[src/include/tsb_consts.svh]
/*
  Constants of the two-wire temperature sensor slave: codes, field positions,
  reset values and filter timing. Assumes a 250 MHz core clock.
*/
`ifndef TSB_CONSTS_SVH
`define TSB_CONSTS_SVH

`define TSB_CLK_NS         4
`define TSB_FILT_STD_NS    20
`define TSB_FILT_HS_NS     8
`define TSB_HS_CODE        5'h01
`define TSB_PTR_TEMP       8'h00
`define TSB_PTR_CFG        8'h01
`define TSB_CFG_RES_LSB    5
`define TSB_RES_RESET      2'h0
`define TSB_RES_MAX        2'h3
`define TSB_BITS_PER_BYTE  4'h8
`define TSB_TEMP_LSB_PAD   4'h0

`endif

[src/include/tsb_pkg.sv]
/*
  Types of the two-wire temperature sensor slave.
  Sets its own state encodings and uses nothing from tsb_consts.svh.
*/
`default_nettype none
package tsb_pkg;

  typedef logic signed [11:0] tsb_temp12_t;

  typedef enum logic [4:0] {
    ST_IDLE = 5'h01,
    ST_RX   = 5'h02,
    ST_ACK  = 5'h04,
    ST_TX   = 5'h08,
    ST_MACK = 5'h10
  } tsb_st_t;

  typedef struct packed {
    logic        scl_m, scl_s, sda_m, sda_s;
    logic [2:0]  asel_m, asel_s;
    logic        scl_f, sda_f;
    logic [3:0]  scl_cnt, sda_cnt;
    tsb_st_t     st;
    logic        addr_phase;
    logic [3:0]  bit_cnt;
    logic [7:0]  shreg;
    logic        rw;
    logic [7:0]  ptr;
    logic        first;
    logic        byte_idx;
    logic        hs;
    logic        sda_oe;
    logic        sda_o;
    logic [1:0]  res;
    logic [15:0] temp;
    logic [31:0] conv_cnt;
    logic        conv_done;
  } tsb_state_t;

endpackage : tsb_pkg
`default_nettype wire

[src/rtl/tsb_top.sv]
/*
  Two-wire serial slave front end of a temperature sensor with a continuous
  conversion loop. Assumes the bus pins arrive asynchronously and that the
  sensor core presents a signed 12-bit sample on the core clock.
*/
`timescale 1ns/100ps
`include "tsb_consts.svh"
`default_nettype none
module tsb_top #(
  parameter logic [3:0]  TYPE_CODE     = 4'h5,      // Arbitrary value
  parameter bit          USE_STRAP     = 1'b1,
  parameter logic [2:0]  FIXED_SEL     = 3'h0,
  parameter int unsigned CONV_BASE_CYC = 20000
) (
  input  wire logic               core_clk,
  input  wire logic               sys_rst,
  input  wire logic               scl_in,
  input  wire logic               sda_in,
  output logic                    sda_out,
  output logic                    sda_oe,
  input  wire logic               addr_sel_bit2,
  input  wire logic               addr_sel_bit1,
  input  wire logic               addr_sel_bit0,
  input  wire tsb_pkg::tsb_temp12_t temp_sample,
  output logic                    hs_mode,
  output logic [1:0]              resolution,
  output logic [15:0]             temp_result
);
  import tsb_pkg::*;

  localparam logic [3:0] FILT_STD = 4'((`TSB_FILT_STD_NS) / (`TSB_CLK_NS));
  localparam logic [3:0] FILT_HS  = 4'((`TSB_FILT_HS_NS) / (`TSB_CLK_NS));

  tsb_state_t q, d;
  logic       scl_rise, scl_fall, start_c, stop_c;
  logic [3:0] flim;
  logic [2:0] asel;
  logic [7:0] tx_byte;
  logic [11:0] res_mask;
  logic [31:0] conv_lim;

  // Strap source, filter length, outgoing byte, conversion length
  assign asel     = USE_STRAP ? q.asel_s : FIXED_SEL;
  assign flim     = q.hs ? FILT_HS : FILT_STD;
  assign res_mask = 12'hFFF << (`TSB_RES_MAX - q.res);
  assign conv_lim = CONV_BASE_CYC << q.res;
  assign tx_byte  = (q.ptr == `TSB_PTR_CFG) ? {1'b0, q.res, 5'h00} :
                    (q.byte_idx ? q.temp[7:0] : q.temp[15:8]);

  // Edge and condition detection on filtered lines
  assign scl_rise = ~q.scl_f & d.scl_f;
  assign scl_fall = q.scl_f & ~d.scl_f;
  assign start_c  = q.scl_f & d.scl_f & q.sda_f & ~d.sda_f;
  assign stop_c   = q.scl_f & d.scl_f & ~q.sda_f & d.sda_f;

  // Next-state logic for the whole block
  always_comb begin
    d = q;
    d.scl_m  = scl_in;
    d.scl_s  = q.scl_m;
    d.sda_m  = sda_in;
    d.sda_s  = q.sda_m;
    d.asel_m = {addr_sel_bit2, addr_sel_bit1, addr_sel_bit0};
    d.asel_s = q.asel_m;
    d.sda_o  = 1'b0;
    // Spike filters: accept a level once stable for flim cycles
    if (q.scl_s != q.scl_f) begin
      d.scl_cnt = q.scl_cnt + 4'h1;
      if (q.scl_cnt + 4'h1 >= flim) begin
        d.scl_f   = q.scl_s;
        d.scl_cnt = 4'h0;
      end
    end else begin
      d.scl_cnt = 4'h0;
    end
    if (q.sda_s != q.sda_f) begin
      d.sda_cnt = q.sda_cnt + 4'h1;
      if (q.sda_cnt + 4'h1 >= flim) begin
        d.sda_f   = q.sda_s;
        d.sda_cnt = 4'h0;
      end
    end else begin
      d.sda_cnt = 4'h0;
    end
    // Continuous conversion loop with masked result
    d.conv_done = 1'b0;
    if (q.conv_cnt + 32'h1 >= conv_lim) begin
      d.conv_cnt  = 32'h0;
      d.conv_done = 1'b1;
      d.temp      = {temp_sample & res_mask, `TSB_TEMP_LSB_PAD};
    end else begin
      d.conv_cnt  = q.conv_cnt + 32'h1;
    end
    // Bus protocol
    if (stop_c) begin
      d.st     = ST_IDLE;
      d.sda_oe = 1'b0;
      d.hs     = 1'b0;
    end else if (start_c) begin
      d.st         = ST_RX;
      d.addr_phase = 1'b1;
      d.bit_cnt    = 4'h0;
      d.sda_oe     = 1'b0;
    end else begin
      unique case (q.st)
        ST_IDLE: begin
          d.sda_oe = 1'b0;
        end
        ST_RX: begin
          if (scl_rise && q.bit_cnt < `TSB_BITS_PER_BYTE) begin
            d.shreg   = {q.shreg[6:0], q.sda_f};
            d.bit_cnt = q.bit_cnt + 4'h1;
          end else if (scl_fall && q.bit_cnt == `TSB_BITS_PER_BYTE) begin
            d.bit_cnt = 4'h0;
            if (q.addr_phase) begin
              d.addr_phase = 1'b0;
              if (q.shreg[7:3] == `TSB_HS_CODE) begin
                d.hs = 1'b1;
                d.st = ST_IDLE;
              end else if (q.shreg[7:1] == {TYPE_CODE, asel}) begin
                d.rw       = q.shreg[0];
                d.first    = 1'b1;
                d.byte_idx = 1'b0;
                d.st       = ST_ACK;
                d.sda_oe   = 1'b1;
              end else begin
                d.st = ST_IDLE;
              end
            end else if (q.first) begin
              d.ptr    = q.shreg;
              d.first  = 1'b0;
              d.st     = ST_ACK;
              d.sda_oe = 1'b1;
            end else if (q.ptr == `TSB_PTR_CFG) begin
              d.res    = q.shreg[`TSB_CFG_RES_LSB +: 2];
              d.st     = ST_ACK;
              d.sda_oe = 1'b1;
            end
            // Other writes get no ack and stay receiving
          end
        end
        ST_ACK: begin
          if (scl_fall) begin
            if (q.rw) begin
              d.st       = ST_TX;
              d.sda_oe   = ~tx_byte[7];
              d.shreg    = {tx_byte[6:0], 1'b0};
              d.bit_cnt  = 4'h1;
              d.byte_idx = ~q.byte_idx;
            end else begin
              d.st      = ST_RX;
              d.sda_oe  = 1'b0;
              d.bit_cnt = 4'h0;
            end
          end
        end
        ST_TX: begin
          if (scl_fall) begin
            if (q.bit_cnt == `TSB_BITS_PER_BYTE) begin
              d.sda_oe  = 1'b0;
              d.st      = ST_MACK;
              d.bit_cnt = 4'h0;
            end else begin
              d.sda_oe  = ~q.shreg[7];
              d.shreg   = {q.shreg[6:0], 1'b0};
              d.bit_cnt = q.bit_cnt + 4'h1;
            end
          end
        end
        ST_MACK: begin
          if (scl_rise) begin
            if (q.sda_f) begin
              d.st = ST_IDLE;
            end else begin
              d.bit_cnt = 4'h1;
            end
          end else if (scl_fall && q.bit_cnt == 4'h1) begin
            d.st       = ST_TX;
            d.sda_oe   = ~tx_byte[7];
            d.shreg    = {tx_byte[6:0], 1'b0};
            d.bit_cnt  = 4'h1;
            d.byte_idx = ~q.byte_idx;
          end
        end
        default: begin
          d.st     = ST_IDLE;
          d.sda_oe = 1'b0;
        end
      endcase
    end
  end

  // State register with synchronous reset
  always_ff @(posedge core_clk) begin
    if (sys_rst) begin
      q       <= '0;
      q.st    <= ST_IDLE;
      q.scl_f <= 1'b1;
      q.sda_f <= 1'b1;
      q.scl_m <= 1'b1;
      q.scl_s <= 1'b1;
      q.sda_m <= 1'b1;
      q.sda_s <= 1'b1;
      q.res   <= `TSB_RES_RESET;
    end else begin
      q <= d;
    end
  end

  // Outputs straight from the state register
  assign sda_out     = q.sda_o;
  assign sda_oe      = q.sda_oe;
  assign hs_mode     = q.hs;
  assign resolution  = q.res;
  assign temp_result = q.temp;

  // Checks
  property p_addr_ack;
    @(posedge core_clk) disable iff (sys_rst)
      (q.st == ST_RX && d.st == ST_ACK && q.addr_phase) |-> q.shreg[7:1] == {TYPE_CODE, asel};
  endproperty
  a_addr_ack: assert property (p_addr_ack) else $error("Ack on wrong address");

  property p_hs_enter;
    @(posedge core_clk) disable iff (sys_rst)
      (q.st == ST_RX && q.addr_phase && scl_fall && q.bit_cnt == 4'h8 && q.shreg[7:3] == 5'h01 && !stop_c)
      |=> hs_mode && q.st == ST_IDLE && !sda_oe;
  endproperty
  a_hs_enter: assert property (p_hs_enter) else $error("Fast code not handled");

  property p_hs_noack;
    @(posedge core_clk) disable iff (sys_rst)
      $rose(q.hs) |-> !sda_oe [*8];
  endproperty
  a_hs_noack: assert property (p_hs_noack) else $error("Fast code acknowledged");

  property p_stop_rev;
    @(posedge core_clk) disable iff (sys_rst)
      stop_c |=> !hs_mode && !sda_oe;
  endproperty
  a_stop_rev: assert property (p_stop_rev) else $error("Stop did not revert");

  property p_low_zero;
    @(posedge core_clk) disable iff (sys_rst)
      ((temp_result[15:4] & ~(12'hFFF << (`TSB_RES_MAX - resolution))) == 12'h000) || $changed(resolution);
  endproperty
  a_low_zero: assert property (p_low_zero) else $error("Low result bits set");

  property p_conv_upd;
    @(posedge core_clk) disable iff (sys_rst)
      q.conv_done |-> temp_result[15:4] == ($past(temp_sample) & (12'hFFF << (`TSB_RES_MAX - $past(resolution))));
  endproperty
  a_conv_upd: assert property (p_conv_upd) else $error("Result not updated");

  property p_res_reset;
    @(posedge core_clk) $fell(sys_rst) |-> resolution == `TSB_RES_RESET;
  endproperty
  a_res_reset: assert property (p_res_reset) else $error("Resolution not nine bits");

  property p_ack_hold;
    @(posedge core_clk) disable iff (sys_rst)
      (q.st == ST_ACK && !scl_fall && !start_c && !stop_c) |=> sda_oe;
  endproperty
  a_ack_hold: assert property (p_ack_hold) else $error("Ack released early");

  property p_ro_nack;
    @(posedge core_clk) disable iff (sys_rst)
      (q.st == ST_RX && !q.addr_phase && !q.first && !q.rw && q.ptr == 8'h00 && scl_fall && q.bit_cnt == 4'h8)
      |=> q.st != ST_ACK && !sda_oe;
  endproperty
  a_ro_nack: assert property (p_ro_nack) else $error("Read-only write acked");

  c_read:  cover property (@(posedge core_clk) q.st == ST_MACK ##1 q.st == ST_TX);
  c_hs:    cover property (@(posedge core_clk) $rose(q.hs));
  c_cfg:   cover property (@(posedge core_clk) $changed(q.res));
  c_nomat: cover property (@(posedge core_clk) q.addr_phase && q.st == ST_RX ##1 q.st == ST_IDLE);

endmodule : tsb_top
`default_nettype wire

[config.mk]
export PLATFORM = sky130hd
export DESIGN_NAME = tsb_top
export DESIGN_NICKNAME = d
export VERILOG_FILES = /design/src/include/tsb_pkg.sv /design/src/rtl/tsb_top.sv
export VERILOG_INCLUDE_DIRS = /design/src /design/src/include
export SDC_FILE = /design/constraint.sdc
export NUM_CORES = 1
export LEC_CHECK = 0
export ABC_CLOCK_PERIOD_IN_PS = 7700
export BUFFER_PORTS_ARGS = -buffer_cell sky130_fd_sc_hd__buf_4
export CORE_MARGIN = 2
export CORE_UTILIZATION = 50
export DETAILED_ROUTE_END_ITERATION = 12
export PLACE_DENSITY = 0.79
export SYNTH_ARGS = -nofsm -noshare
export SYNTH_HDL_FRONTEND = slang
export SYNTH_SLANG_ARGS = --single-unit
[constraint.sdc]
create_clock -name core_clk -period 7.7 [get_ports core_clk]
set_input_delay 0.385 -clock core_clk [delete_from_list [all_inputs] [get_ports core_clk]]
set_output_delay 0.385 -clock core_clk [all_outputs]
set_load 0.02 [all_outputs]
; ---- Yosys cells after proc, flatten, opt, wreduce, memory -nomap -nowiden
; Cells that the tools add are included.
[totals]
regBits = 98
output_inout_bits = 21
elab_cells = 195
[classes]
n_addsub = 5
order_cmp = 4
n_eq_ne = 44
n_shift = 2
n_mux = 66
bitwise = 24
n_reduce_logical = 25
[op_table]
columns = op, n
row1 = two-way mux 8 bit, 7
row2 = case mux 12 bit (4 select lines), 1
row3 = two-way mux 5 bit, 9
row4 = two-way mux 12 bit, 3
row5 = "adder 32 x 1 -> 32 bit, second input constant", 1
row6 = >= comparator 32 bit, 1
row7 = "!= test 2 bit, second input constant", 16
row8 = "left shift 15 x 2 -> 32 bit, first input constant", 1
row9 = "!= test 3 bit, second input constant", 9
row10 = AND reduction 9 bit, 3
row11 = two-way mux 1 bit, 26
row12 = two-way mux 13 bit, 2
row13 = case mux 5 bit (5 select lines), 1
row14 = AND reduction 7 bit, 3
row15 = two-way mux 4 bit, 5
row16 = "!= test 4 bit, second input constant", 5
row17 = NOT 1 bit, 16
row18 = AND reduction 8 bit, 2
row19 = "adder 4 x 1 -> 4 bit, second input constant", 3
row20 = bitwise AND 12 bit, 1
row21 = AND reduction 12 bit, 1
row22 = "left shift 12 x 2 -> 12 bit, first input constant", 1
row23 = "== test 5 x 1 -> 1 bit, second input constant", 2
row24 = two-way mux 10 bit, 1
row25 = other kinds (32), 50

; ---- Depth between registers and ports, before layout
; Gate-level depths: netlist (run 1).
[depth]
ltp_word = 11
ltp_mapped = 14

; ---- Least setup slack after synthesis (run 1)
; OpenSTA, ideal clock, no wires.
[synth_path]
kind = register to register
from = reg q[1] in the netlist's numbering
to = reg q (netlist bit temp_result[10])
setup_ns = 0.072
t_arrival_ns = 3.413
required_ns = 7.628
setup_slack_ns = 4.215
path_stages_with_launch = 14
path_buffers = 1
path_cell_list = dfxtp_1 ha_1 nand3_1 or2_2 nor3_1 xor2_1 ha_1 nor2b_1 o21ai_0 a21oi_1 or4_2 nor3b_4 buf_8 mux2i_1
[synth_between]
elab_chain_cells = 2
[synth_rtl]
columns = item, line
row1 = "start, declared", tsb_top.sv:34  ; tsb_state_t q, d;
row2 = adder 32 x 1 -> 32 bit, tsb_top.sv:87  ; if (q.conv_cnt + 32'h1 >= conv_lim) begin
row3 = >= comparator 32 bit, tsb_top.sv:87
; Every way passes these cells.
; A chain may end at the register's enable or synchronous reset.

; ---- Worst setup path in the final report (run 1)
[layout_path]
from = reg q[1] in the netlist's numbering
to = reg q[8] in the netlist's numbering
[layout_between]
elab_chain_cells = 3
[layout_rtl]
columns = item, line
row1 = adder 32 x 1 -> 32 bit (*), "tsb_top.sv:87, tsb_top.sv:92"
row2 = >= comparator 32 bit, tsb_top.sv:87
row3 = OR reduction 2 bit (no line), --
; Mark *: on every way between the ends. The rest lies on a longest branch, timed or not.

==> flow_metrics.env, run 1 <==
export IMPL_leakage_nw=2.33
export IMPL_num_vias=4191
export IMPL_placed_area_um2=5370
export IMPL_grt_overflow=0
export IMPL_grt_max_degree=45
export IMPL_path_cells="ha_1 -> nand3_1 -> or2_2 -> nor3_1 -> xor2_1 -> ha_1 -> nor2b_1 -> o21ai_0 -> a21oi_1 -> or4_2 -> nor3b_4 -> and3_2"
export IMPL_clock_latency_ns=0.36
export IMPL_clkPwrFrac=0.369
export IMPL_synth_edf_count=0
export IMPL_synth_compound_area_share=0.120
export IMPL_synthCells=573
export IMPL_timing_fmax_ghz=0.226
export IMPL_instances_no_fill=736
export IMPL_fin_skew_ns=0.0102
export IMPL_cap_violations=0
export IMPL_finalMaxSlewViolations=0
export IMPL_crit_type="flop to flop"
export IMPL_grt_pass1_vias=4032
export IMPL_route_detailed_drc=0
export IMPL_setup_violations=0
export IMPL_cts_resized=0
export IMPL_wl_per_cell_um=14.8
export IMPL_peakVddDrop_uv=100
export IMPL_arrival_ns=4.74
export IMPL_postRouteAntennaNets=0
export IMPL_cp_top_family="simple AND/OR/NAND/NOR gates"
export IMPL_nFillCells=877
export IMPL_worstHoldStart="scl_in"
export IMPL_root_buffer="clkbuf_8"
export IMPL_antenna_found_initial=0
export IMPL_drt_iter0_drc=193
export IMPL_start_util=0.518
export IMPL_crit_required_ns=8.01
export IMPL_synthXorXnorAreaFrac=0.0428
export IMPL_max_stage_delay_ns=0.99
export IMPL_rows=36
export IMPL_ys_flop_type="dfxtp_1"
export IMPL_crit_start="q[1]$_SDFF_PP0_"
export IMPL_gr_usage_all_layers=0.205
export IMPL_hold_depth=2
export IMPL_fin_crit_ns=4.43
export IMPL_p_switching_mw=0.236
export IMPL_internal_power_mw=0.708
export IMPL_hold_slack_ns=0.204
export IMPL_synth_seq_area_share=0.380
export IMPL_io_buffers=34
export IMPL_drive_gt1_frac=0.128
export IMPL_r2r_start="q[1]$_SDFF_PP0_"
export IMPL_ys_types=67
export IMPL_rsz0062_at_grt="false"
export IMPL_ios=40
export IMPL_hold_end="d[101]$_SDFF_PP1_"
export IMPL_synth_adder_area_share=0.0734
export IMPL_synth_area_um2=5110
export IMPL_setup_tns_ns=0
export IMPL_crit_top_cell="ha_1"
export IMPL_share_seq_of_total_power=0.557
export IMPL_status="complete, no violations"
export IMPL_synthMuxAreaShare=0.0626
export IMPL_reg2reg_to="q[8]$_SDFF_PP0_"
export IMPL_gp_congestion=0.884
export IMPL_die_h_um=105
export IMPL_utilization=0.565
export IMPL_critPathLaunchType="flop"
export IMPL_htree_levels=3
export IMPL_hold_class="input pin to flop"
export IMPL_synth_top_family_by_area="simple AND/OR/NAND/NOR gates"
export IMPL_dieArea_um2=11100
export IMPL_dr_pass1_iters=4
export IMPL_synth_avg_cell_area_um2=8.92
export IMPL_finalHoldViolCount=0
export IMPL_pwr_share_comb=0.073
export IMPL_final_nets=647
export IMPL_clk_pin_slew_worst_paths_ns=0.09
export IMPL_synth_top_cell_area_share=0.380
export IMPL_cp_max_fo=26
export IMPL_cts_sinks=97
export IMPL_ys_warn_count=0
export IMPL_r2r_cells=12
export IMPL_drt_total_wl_um=10900
export IMPL_synthArstFlopShare=0
export IMPL_crit_path_end_kind="flop"
export IMPL_design_area_um2=5580
export IMPL_relSlewSlack=0.194
export IMPL_r2r_setup_slack_ns=3.27
export IMPL_viasPerCell=5.69
export IMPL_die_x_um=105
export IMPL_coreArea_um2=9860
export IMPL_yosys_area_share_simple=0.260
export IMPL_numCtsBuffers=9
export IMPL_ys_top_cells_by_area="dfxtp_1 38%, ha_1 7.3%, mux2i_1 6.3%, nand2_1 3.5%, nor2_1 3.4%"
export IMPL_cts_setup_buffers=0
export IMPL_diodes=0
export IMPL_cts_tree="done"
export IMPL_ys_seq_elements=97
export IMPL_yosysTopAreaCell="dfxtp_1"
export IMPL_path_buf_inv=0
export IMPL_multi_input_area_um2=2930
export IMPL_clock_path_buffers=2
export IMPL_min_period_over_period=0.575
export IMPL_dp_cells=720
export IMPL_hold_buffers=0
export IMPL_seqCellArea_um2=1940
export IMPL_syn_to_final_growth_pct=9.05
export IMPL_switching_share=0.250
export IMPL_dp_hpwl_um=8150
export IMPL_powerDensity_nw_per_um2=169
export IMPL_slowest_stage="nor3b_4"
export IMPL_grt_pass1_wl_um=18500
export IMPL_worst_pin_slew_ns=1.21
## worst register-to-register path, stage by stage, from the launching register on
cell and delay, ns:
dfxtp_1 0.42, ha_1 0.24, nand3_1 0.17, or2_2 0.39, nor3_1 0.24, xor2_1 0.23
ha_1 0.28, nor2b_1 0.15, o21ai_0 0.15, a21oi_1 0.08, or4_2 0.72, nor3b_4 0.99
and3_2 0.33
## Yosys cell counts (all sizes together) (4+ instances only)
cell type	n
dfxtp	97
nand2	48
nor2	47
mux2i	32
ha	30
nand3	29
and3	23
buf	23
a21oi	22
nor3	22
xnor2	19
clkbuf	18
nor2b	17
inv	15
nand4	12
o21ai	9
a211oi	8
nor4	8
or2	7
nand2b	6
xor2	6
a21o	5
a22oi	5
a2111oi	4
a311oi	4
and4	4
nor4b	4
o211ai	4
## state kept, by name, indices dropped and copies added, names as in the netlist
register,flops
temp_result,12
hs_mode,1
sda_oe,1
asel,3
resolution,2
d,5
q,73
## worst max path at each step
stage | to | slack, ns | depth (start not counted)
6_report | q[8]$_SDFF_PP0_ | 3.27 | 12
5_1_grt | temp_result[7]$_SDFFE_PP0P_ | 3.03 | 10
4_1_cts | q[8]$_SDFF_PP0_ | 3.33 | 12
3_5_place_dp | q[8]$_SDFF_PP0_ | 3.36 | 12
3_3_place_gp | q[2]$_SDFF_PP0_ | 3.54 | 12
2_1_floorplan | temp_result[10]$_SDFFE_PP0P_ | 4.21 | 13
## power by group through the flow
stage                     clock [mW]  sequential (mW)  combinational (mW)
after detailed placement           0            0.537              0.0686
final                          0.349            0.526              0.0693
after floorplan                    0            0.534              0.0553
after global routing           0.377            0.528              0.0762
after CTS                      0.359            0.526              0.0691
after global placement             0            0.537              0.0674
## cell families (layout without fill, tap and decap cells)
logic type | count (synthesis) | count (layout)
and+or+nand+nor | 244 | 244
DFF | 97 | 97
AOI/OAI and AO/OA | 87 | 87
buffers and inverters | 57 | 67
muxes | 32 | 32
adders and majority gates | 30 | 30
xor gates and xnor gates | 25 | 25
other | 1 | 21
## layout by cell type (no fill, tap or decap), drive strengths merged, types with 17 or more instances in the layout
cell and count:
a21oi 22, and3 23, buf 35, conb 21, dfxtp 97, ha 30, inv 18, mux2i 32
nand2 48, nand3 29, nor2 47, nor2b 17, nor3 22, xnor2 19
## per-stage QoR
| stage | power (mW) | setup WS, ns |
|---|---|---|
| after floorplan | 0.589 | 4.21 |
| after global placement | 0.604 | 3.54 |
| after detailed placement | 0.606 | 3.36 |
| after CTS | 0.954 | 3.33 |
| after global routing | 0.981 | 3.03 |
| final | 0.944 | 3.27 |
## routing by layer
layer  up-vias  routed length, um  GRT usage
li1       2072                  -          -
met1      1999               4600      0.234
met2       104               5620      0.379
met3        16                452     0.0387
met4         0                208     0.0733
met5         -                  0          0
## final cells by class
type	instances	share of cell area
Tap cell	133	0.0298
Timing Repair Buffer	35	0.0471
Multi-Input combinational cell	439	0.526
Inverter	16	0.0108
Clock buffer	10	0.0247
Sequential cell	97	0.348
Clock inverter	6	0.0132
No activity file was read; power rests on OpenSTA's default activity.
==> run 2, diff against run 1 <==
ABC_CLOCK_PERIOD_IN_PS = 4000   (was 7700)
PLACE_DENSITY = 0.82   (was 0.79)
clock period = 4 ns   (was 7.7 ns; I/O delays follow)
==> flow_metrics.env, run 2 (synthesis gave the netlist of run 1 again) <==
export IMPL_wl_per_cell_um=14.7
export IMPL_drt_iter0_drc=249
export IMPL_clock_path_buffers=2
export IMPL_use_met3=0.0443
export IMPL_grt_overflow=0
export IMPL_setup_tns_ns=0
export IMPL_io_buffers=34
export IMPL_switching_share=0.239
export IMPL_cts_resized=0
export IMPL_top_usage_layer="met2"
export IMPL_num_vias=4162
export IMPL_finalMaxSlewViolations=0
export IMPL_arrival_ns=4.02
export IMPL_cp_max_fo=26
export IMPL_syn_to_final_growth_pct=9.79
export IMPL_critPathLaunchType="flop"
export IMPL_largest_register_ffs=73
export IMPL_root_buffer="clkbuf_8"
export IMPL_p_switching_mw=0.424
export IMPL_worstHoldStart="scl_in"
export IMPL_timing_fmax_ghz=0.269
export IMPL_pre_cts_ws_ns=0.324
export IMPL_hold_depth=2
export IMPL_gr_usage_all_layers=0.205
export IMPL_grt_pass1_vias=4043
export IMPL_r2r_setup_slack_ns=0.28
export IMPL_max_stage_delay_ns=0.72
export IMPL_rsz0062_at_grt="false"
export IMPL_clk_pin_slew_worst_paths_ns=0.09
export IMPL_ios=40
export IMPL_reg2reg_to="temp_result[8]$_SDFFE_PP0P_"
export IMPL_relSlewSlack=0.238
export IMPL_postRouteAntennaNets=0
export IMPL_hold_class="input pin to flop"
export IMPL_crit_path_end_kind="flop"
export IMPL_powerDensity_nw_per_um2=316
export IMPL_peakVddDrop_uv=231
export IMPL_die_x_um=105
export IMPL_cts_sinks=97
export IMPL_viasPerCell=5.62
export IMPL_grt_use_met1=0.244
export IMPL_start_util=0.518
export IMPL_crit_type="flop to flop"
export IMPL_path_buf_inv=1
export IMPL_worst_pin_slew_ns=1.13
export IMPL_cap_violations=0
export IMPL_hold_buffers=0
export IMPL_hold_end="d[101]$_SDFF_PP1_"
export IMPL_share_seq_of_total_power=0.571
export IMPL_clock_latency_ns=0.37
export IMPL_numCtsBuffers=9
export IMPL_die_h_um=105
export IMPL_gp_congestion=0.878
export IMPL_antenna_found_initial=0
export IMPL_clkPwrFrac=0.353
export IMPL_leakage_nw=2.36
export IMPL_fin_skew_ns=0.0189
export IMPL_setup_violations=0
export IMPL_status="complete, no violations"
export IMPL_cts_tree="done"
export IMPL_grt_pass1_wl_um=18500
export IMPL_final_common_cell="dfxtp_1"
export IMPL_dp_hpwl_um=8090
export IMPL_min_period_over_period=0.930
export IMPL_path_cells="ha_1 -> nand3_1 -> or2_2 -> nor3_1 -> xor2_1 -> ha_1 -> nor2b_1 -> o21ai_0 -> a21oi_1 -> or4_2 -> nor3b_4 -> buf_12 -> mux2i_1"
export IMPL_rows=36
export IMPL_use_met2=0.361
export IMPL_finalHoldViolCount=0
export IMPL_r2r_start="q[1]$_SDFF_PP0_"
export IMPL_diodes=0
export IMPL_htree_levels=3
export IMPL_internal_power_mw=1.35
export IMPL_dr_pass1_iters=4
export IMPL_crit_required_ns=4.30
export IMPL_hold_slack_ns=0.0205
export IMPL_pwr_share_comb=0.077
export IMPL_fin_crit_ns=3.72
export IMPL_final_nets=653
export IMPL_dieArea_um2=11100
export IMPL_grt_max_degree=45
export IMPL_r2r_cells=13
export IMPL_mostFrequentLayoutCells="97 x dfxtp_1, 48 x nand2_1, 47 x nor2_1"
export IMPL_slowest_stage="or4_2"
export IMPL_route_detailed_drc=0
export IMPL_drive_gt1_frac=0.135
export IMPL_setup_slack_ns=0.279
export IMPL_drt_total_wl_um=10900
export IMPL_coreArea_um2=9860
export IMPL_cp_top_family="simple AND/OR/NAND/NOR gates"
export IMPL_cts_setup_buffers=0
export IMPL_regMostFlops="q"
export IMPL_crit_top_cell="ha_1"
-- run 2: changes by cell type in the layout (fill, tap and decap cells not counted), sizes merged --
| cell | before | now |
|---|---|---|
| clkinv | 3 | 4 |
| buf | 35 | 41 |
| inv | 18 | 16 |
-- run 2: how the worst max path moves through the flow --
stage,start,end,cells after the start
floorplan,q[1]$_SDFF_PP0_,temp_result[10]$_SDFFE_PP0P_,13
global placement,q[1]$_SDFF_PP0_,temp_result[10]$_SDFFE_PP0P_,13
detailed placement,q[1]$_SDFF_PP0_,temp_result[4]$_SDFFE_PP0P_,13
CTS,q[1]$_SDFF_PP0_,temp_result[8]$_SDFFE_PP0P_,13
global route,q[1]$_SDFF_PP0_,temp_result[11]$_SDFFE_PP0P_,14
finish,q[1]$_SDFF_PP0_,temp_result[8]$_SDFFE_PP0P_,13
-- run 2: per-stage QoR --
step | power (mW) | cells | area (um^2) | utilization
after global placement | 1.16 | 726 | 5420 | 0.550
after detailed placement | 1.17 | 726 | 5420 | 0.550
final | 1.77 | 741 | 5610 | 0.569
after global routing | 1.85 | 741 | 5610 | 0.569
after CTS | 1.79 | 741 | 5610 | 0.569
after floorplan | 1.13 | 593 | 5190 | -
-- run 2: area by class of cell --
cell class	count	area (um^2)
multi-input combinational	439	2930
tap	133	166
fill	886	4250
clock inverter	5	53.8
clock buffer	10	138
timing repair buffer	41	320
inverter	16	60.1
sequential	97	1940
-- run 2: per-layer routing --
layer / vias up / part of all wire
met4: 0 / 0.019
met1: 1956 / 0.41
met2: 106 / 0.52
met5: - / 0
li1: 2080 / -
met3: 20 / 0.049
-- run 2: power by group through the flow --
stage / clock [mW] / sequential (mW) / combinational [mW]
2_1_floorplan: 0 / 1.03 / 0.106
6_report: 0.625 / 1.01 / 0.136
3_5_place_dp: 0 / 1.03 / 0.134
3_3_place_gp: 0 / 1.03 / 0.130
5_1_grt: 0.683 / 1.02 / 0.150
4_1_cts: 0.644 / 1.01 / 0.135
-- run 2: worst register-to-register path, cell delays in order, from the launching register on --
cell	delay, ns
dfxtp_1	0.43
ha_1	0.24
nand3_1	0.15
or2_2	0.38
nor3_1	0.24
xor2_1	0.22
ha_1	0.27
nor2b_1	0.13
o21ai_0	0.14
a21oi_1	0.07
or4_2	0.72
nor3b_4	0.24
buf_12	0.21
mux2i_1	0.21
==> run 3, diff against run 2 <==
RECOVER_POWER = 100   (was not set)
==> flow_metrics.env, run 3 (synthesis gave the netlist of run 1 again) <==
export IMPL_io_buffers=34
export IMPL_arrival_ns=4.02
export IMPL_die_h_um=105
export IMPL_syn_to_final_growth_pct=8.39
export IMPL_clock_latency_ns=0.37
export IMPL_relSlewSlack=-0.148
export IMPL_dp_cells=726
export IMPL_start_util=0.518
export IMPL_num_vias=4169
export IMPL_wl_per_cell_um=14.7
export IMPL_powerDensity_nw_per_um2=319
export IMPL_placed_area_um2=5420
export IMPL_regMostFlops="q"
export IMPL_dieArea_um2=11100
export IMPL_leakage_nw=2.28
export IMPL_route_detailed_drc=0
export IMPL_cp_max_fo=26
export IMPL_grt_pass1_wl_um=18500
export IMPL_utilization=0.562
export IMPL_cts_setup_buffers=0
export IMPL_largest_register_ffs=73
export IMPL_worst_pin_slew_ns=1.72
export IMPL_design_area_um2=5540
export IMPL_peakVddDrop_uv=231
export IMPL_grt_pass1_vias=4043
export IMPL_min_period_over_period=0.931
export IMPL_fin_crit_ns=3.72
export IMPL_crit_required_ns=4.29
export IMPL_cts_tree="done"
export IMPL_rsz0062_at_grt="false"
export IMPL_postRouteAntennaNets=0
export IMPL_hold_slack_ns=0.0193
export IMPL_gp_congestion=0.878
export IMPL_cap_violations=2
export IMPL_antenna_found_initial=0
export IMPL_setup_slack_ns=0.276
export IMPL_dp_hpwl_um=8090
export IMPL_setup_tns_ns=0
export IMPL_drt_total_wl_um=10900
export IMPL_grt_max_degree=45
export IMPL_finalPower_mw=1.77
export IMPL_clk_pin_slew_worst_paths_ns=0.09
export IMPL_clock_path_buffers=2
export IMPL_htree_levels=3
export IMPL_fin_skew_ns=0.0191
export IMPL_critPathLaunchType="flop"
export IMPL_diodes=0
export IMPL_drt_iter0_drc=279
export IMPL_coreArea_um2=9860
export IMPL_root_buffer="clkbuf_8"
export IMPL_gr_usage_all_layers=0.205
export IMPL_nFillCells=909
export IMPL_final_nets=653
export IMPL_cts_sinks=97
export IMPL_rows=36
export IMPL_crit_path_end_kind="flop"
export IMPL_timing_fmax_ghz=0.269
export IMPL_grt_overflow=0
export IMPL_setup_violations=0
export IMPL_crit_type="flop to flop"
export IMPL_hold_class="input pin to flop"
export IMPL_final_common_cell="dfxtp_1"
export IMPL_die_x_um=105
export IMPL_finalHoldViolCount=0
export IMPL_viasPerCell=5.63
export IMPL_ios=40
export IMPL_mostFrequentLayoutCells="97 x dfxtp_1, 48 x nand2_1, 47 x nor2_1"
export IMPL_numCtsBuffers=9
export IMPL_drive_gt1_frac=0.104
export IMPL_hold_buffers=0
export IMPL_cts_resized=0
export IMPL_finalMaxSlewViolations=86
export IMPL_status="finished, violations left"
export IMPL_violations="max-capacitance violations, max-slew violations"
export IMPL_pre_cts_ws_ns=0.324
export IMPL_instances_no_fill=741
export IMPL_dr_pass1_iters=5
==> run 3: critical path, cell delays in order, from the launching register on <==
cell and delay (ns):
dfxtp_1 0.43, ha_1 0.24, nand3_1 0.15, or2_2 0.38, nor2_1 0.14, xor2_1 0.20
ha_1 0.29, a21oi_1 0.16, nand2_1 0.07, a211oi_1 0.23, o31ai_1 0.09, or4_2 0.60
nor3b_4 0.24, buf_12 0.21, mux2i_1 0.20
==> run 3: report_power, final <==
part           switching (mW)  total, mW  internal, mW
registers              0.0208       1.01         0.990
logic                  0.0790      0.131        0.0519
clock network           0.326      0.627         0.302
total                   0.425       1.77          1.34
==> run 3: path summary, 6_finish.rpt <==
path | from | end | slack [ns] | cells after the start
max | q[1]$_SDFF_PP0_ | temp_result[9]$_SDFFE_PP0P_ | 0.28 | 14
min | scl_in | d[101]$_SDFF_PP1_ | 0.02 | 2
max reg2reg | q[1]$_SDFF_PP0_ | temp_result[9]$_SDFFE_PP0P_ | 0.28 | 14
min reg2reg | d[101]$_SDFF_PP1_ | q[101]$_SDFF_PP1_ | 0.42 | 1
==> run 3: layout make-up <==
| class | count | area, um^2 | share of cell area |
|---|---|---|---|
| clock buffer | 10 | 138 | 0.0248 |
| clock inverter | 5 | 53.8 | 0.00971 |
| inverter | 16 | 60.1 | 0.0108 |
| multi-input combinational | 439 | 2930 | 0.529 |
| sequential | 97 | 1940 | 0.350 |
| tap | 133 | 166 | 0.0300 |
| timing repair buffer | 41 | 249 | 0.0449 |
==> run 3: per-layer routing <==
| metal | up-vias | track usage | part of all wire |
|---|---|---|---|
| met1 | 1953 | 0.244 | 0.42 |
| met2 | 115 | 0.361 | 0.51 |
| li1 | 2081 | - | - |
| met3 | 20 | 0.0443 | 0.051 |
| met5 | - | 0 | 0 |
| met4 | 0 | 0.0733 | 0.018 |
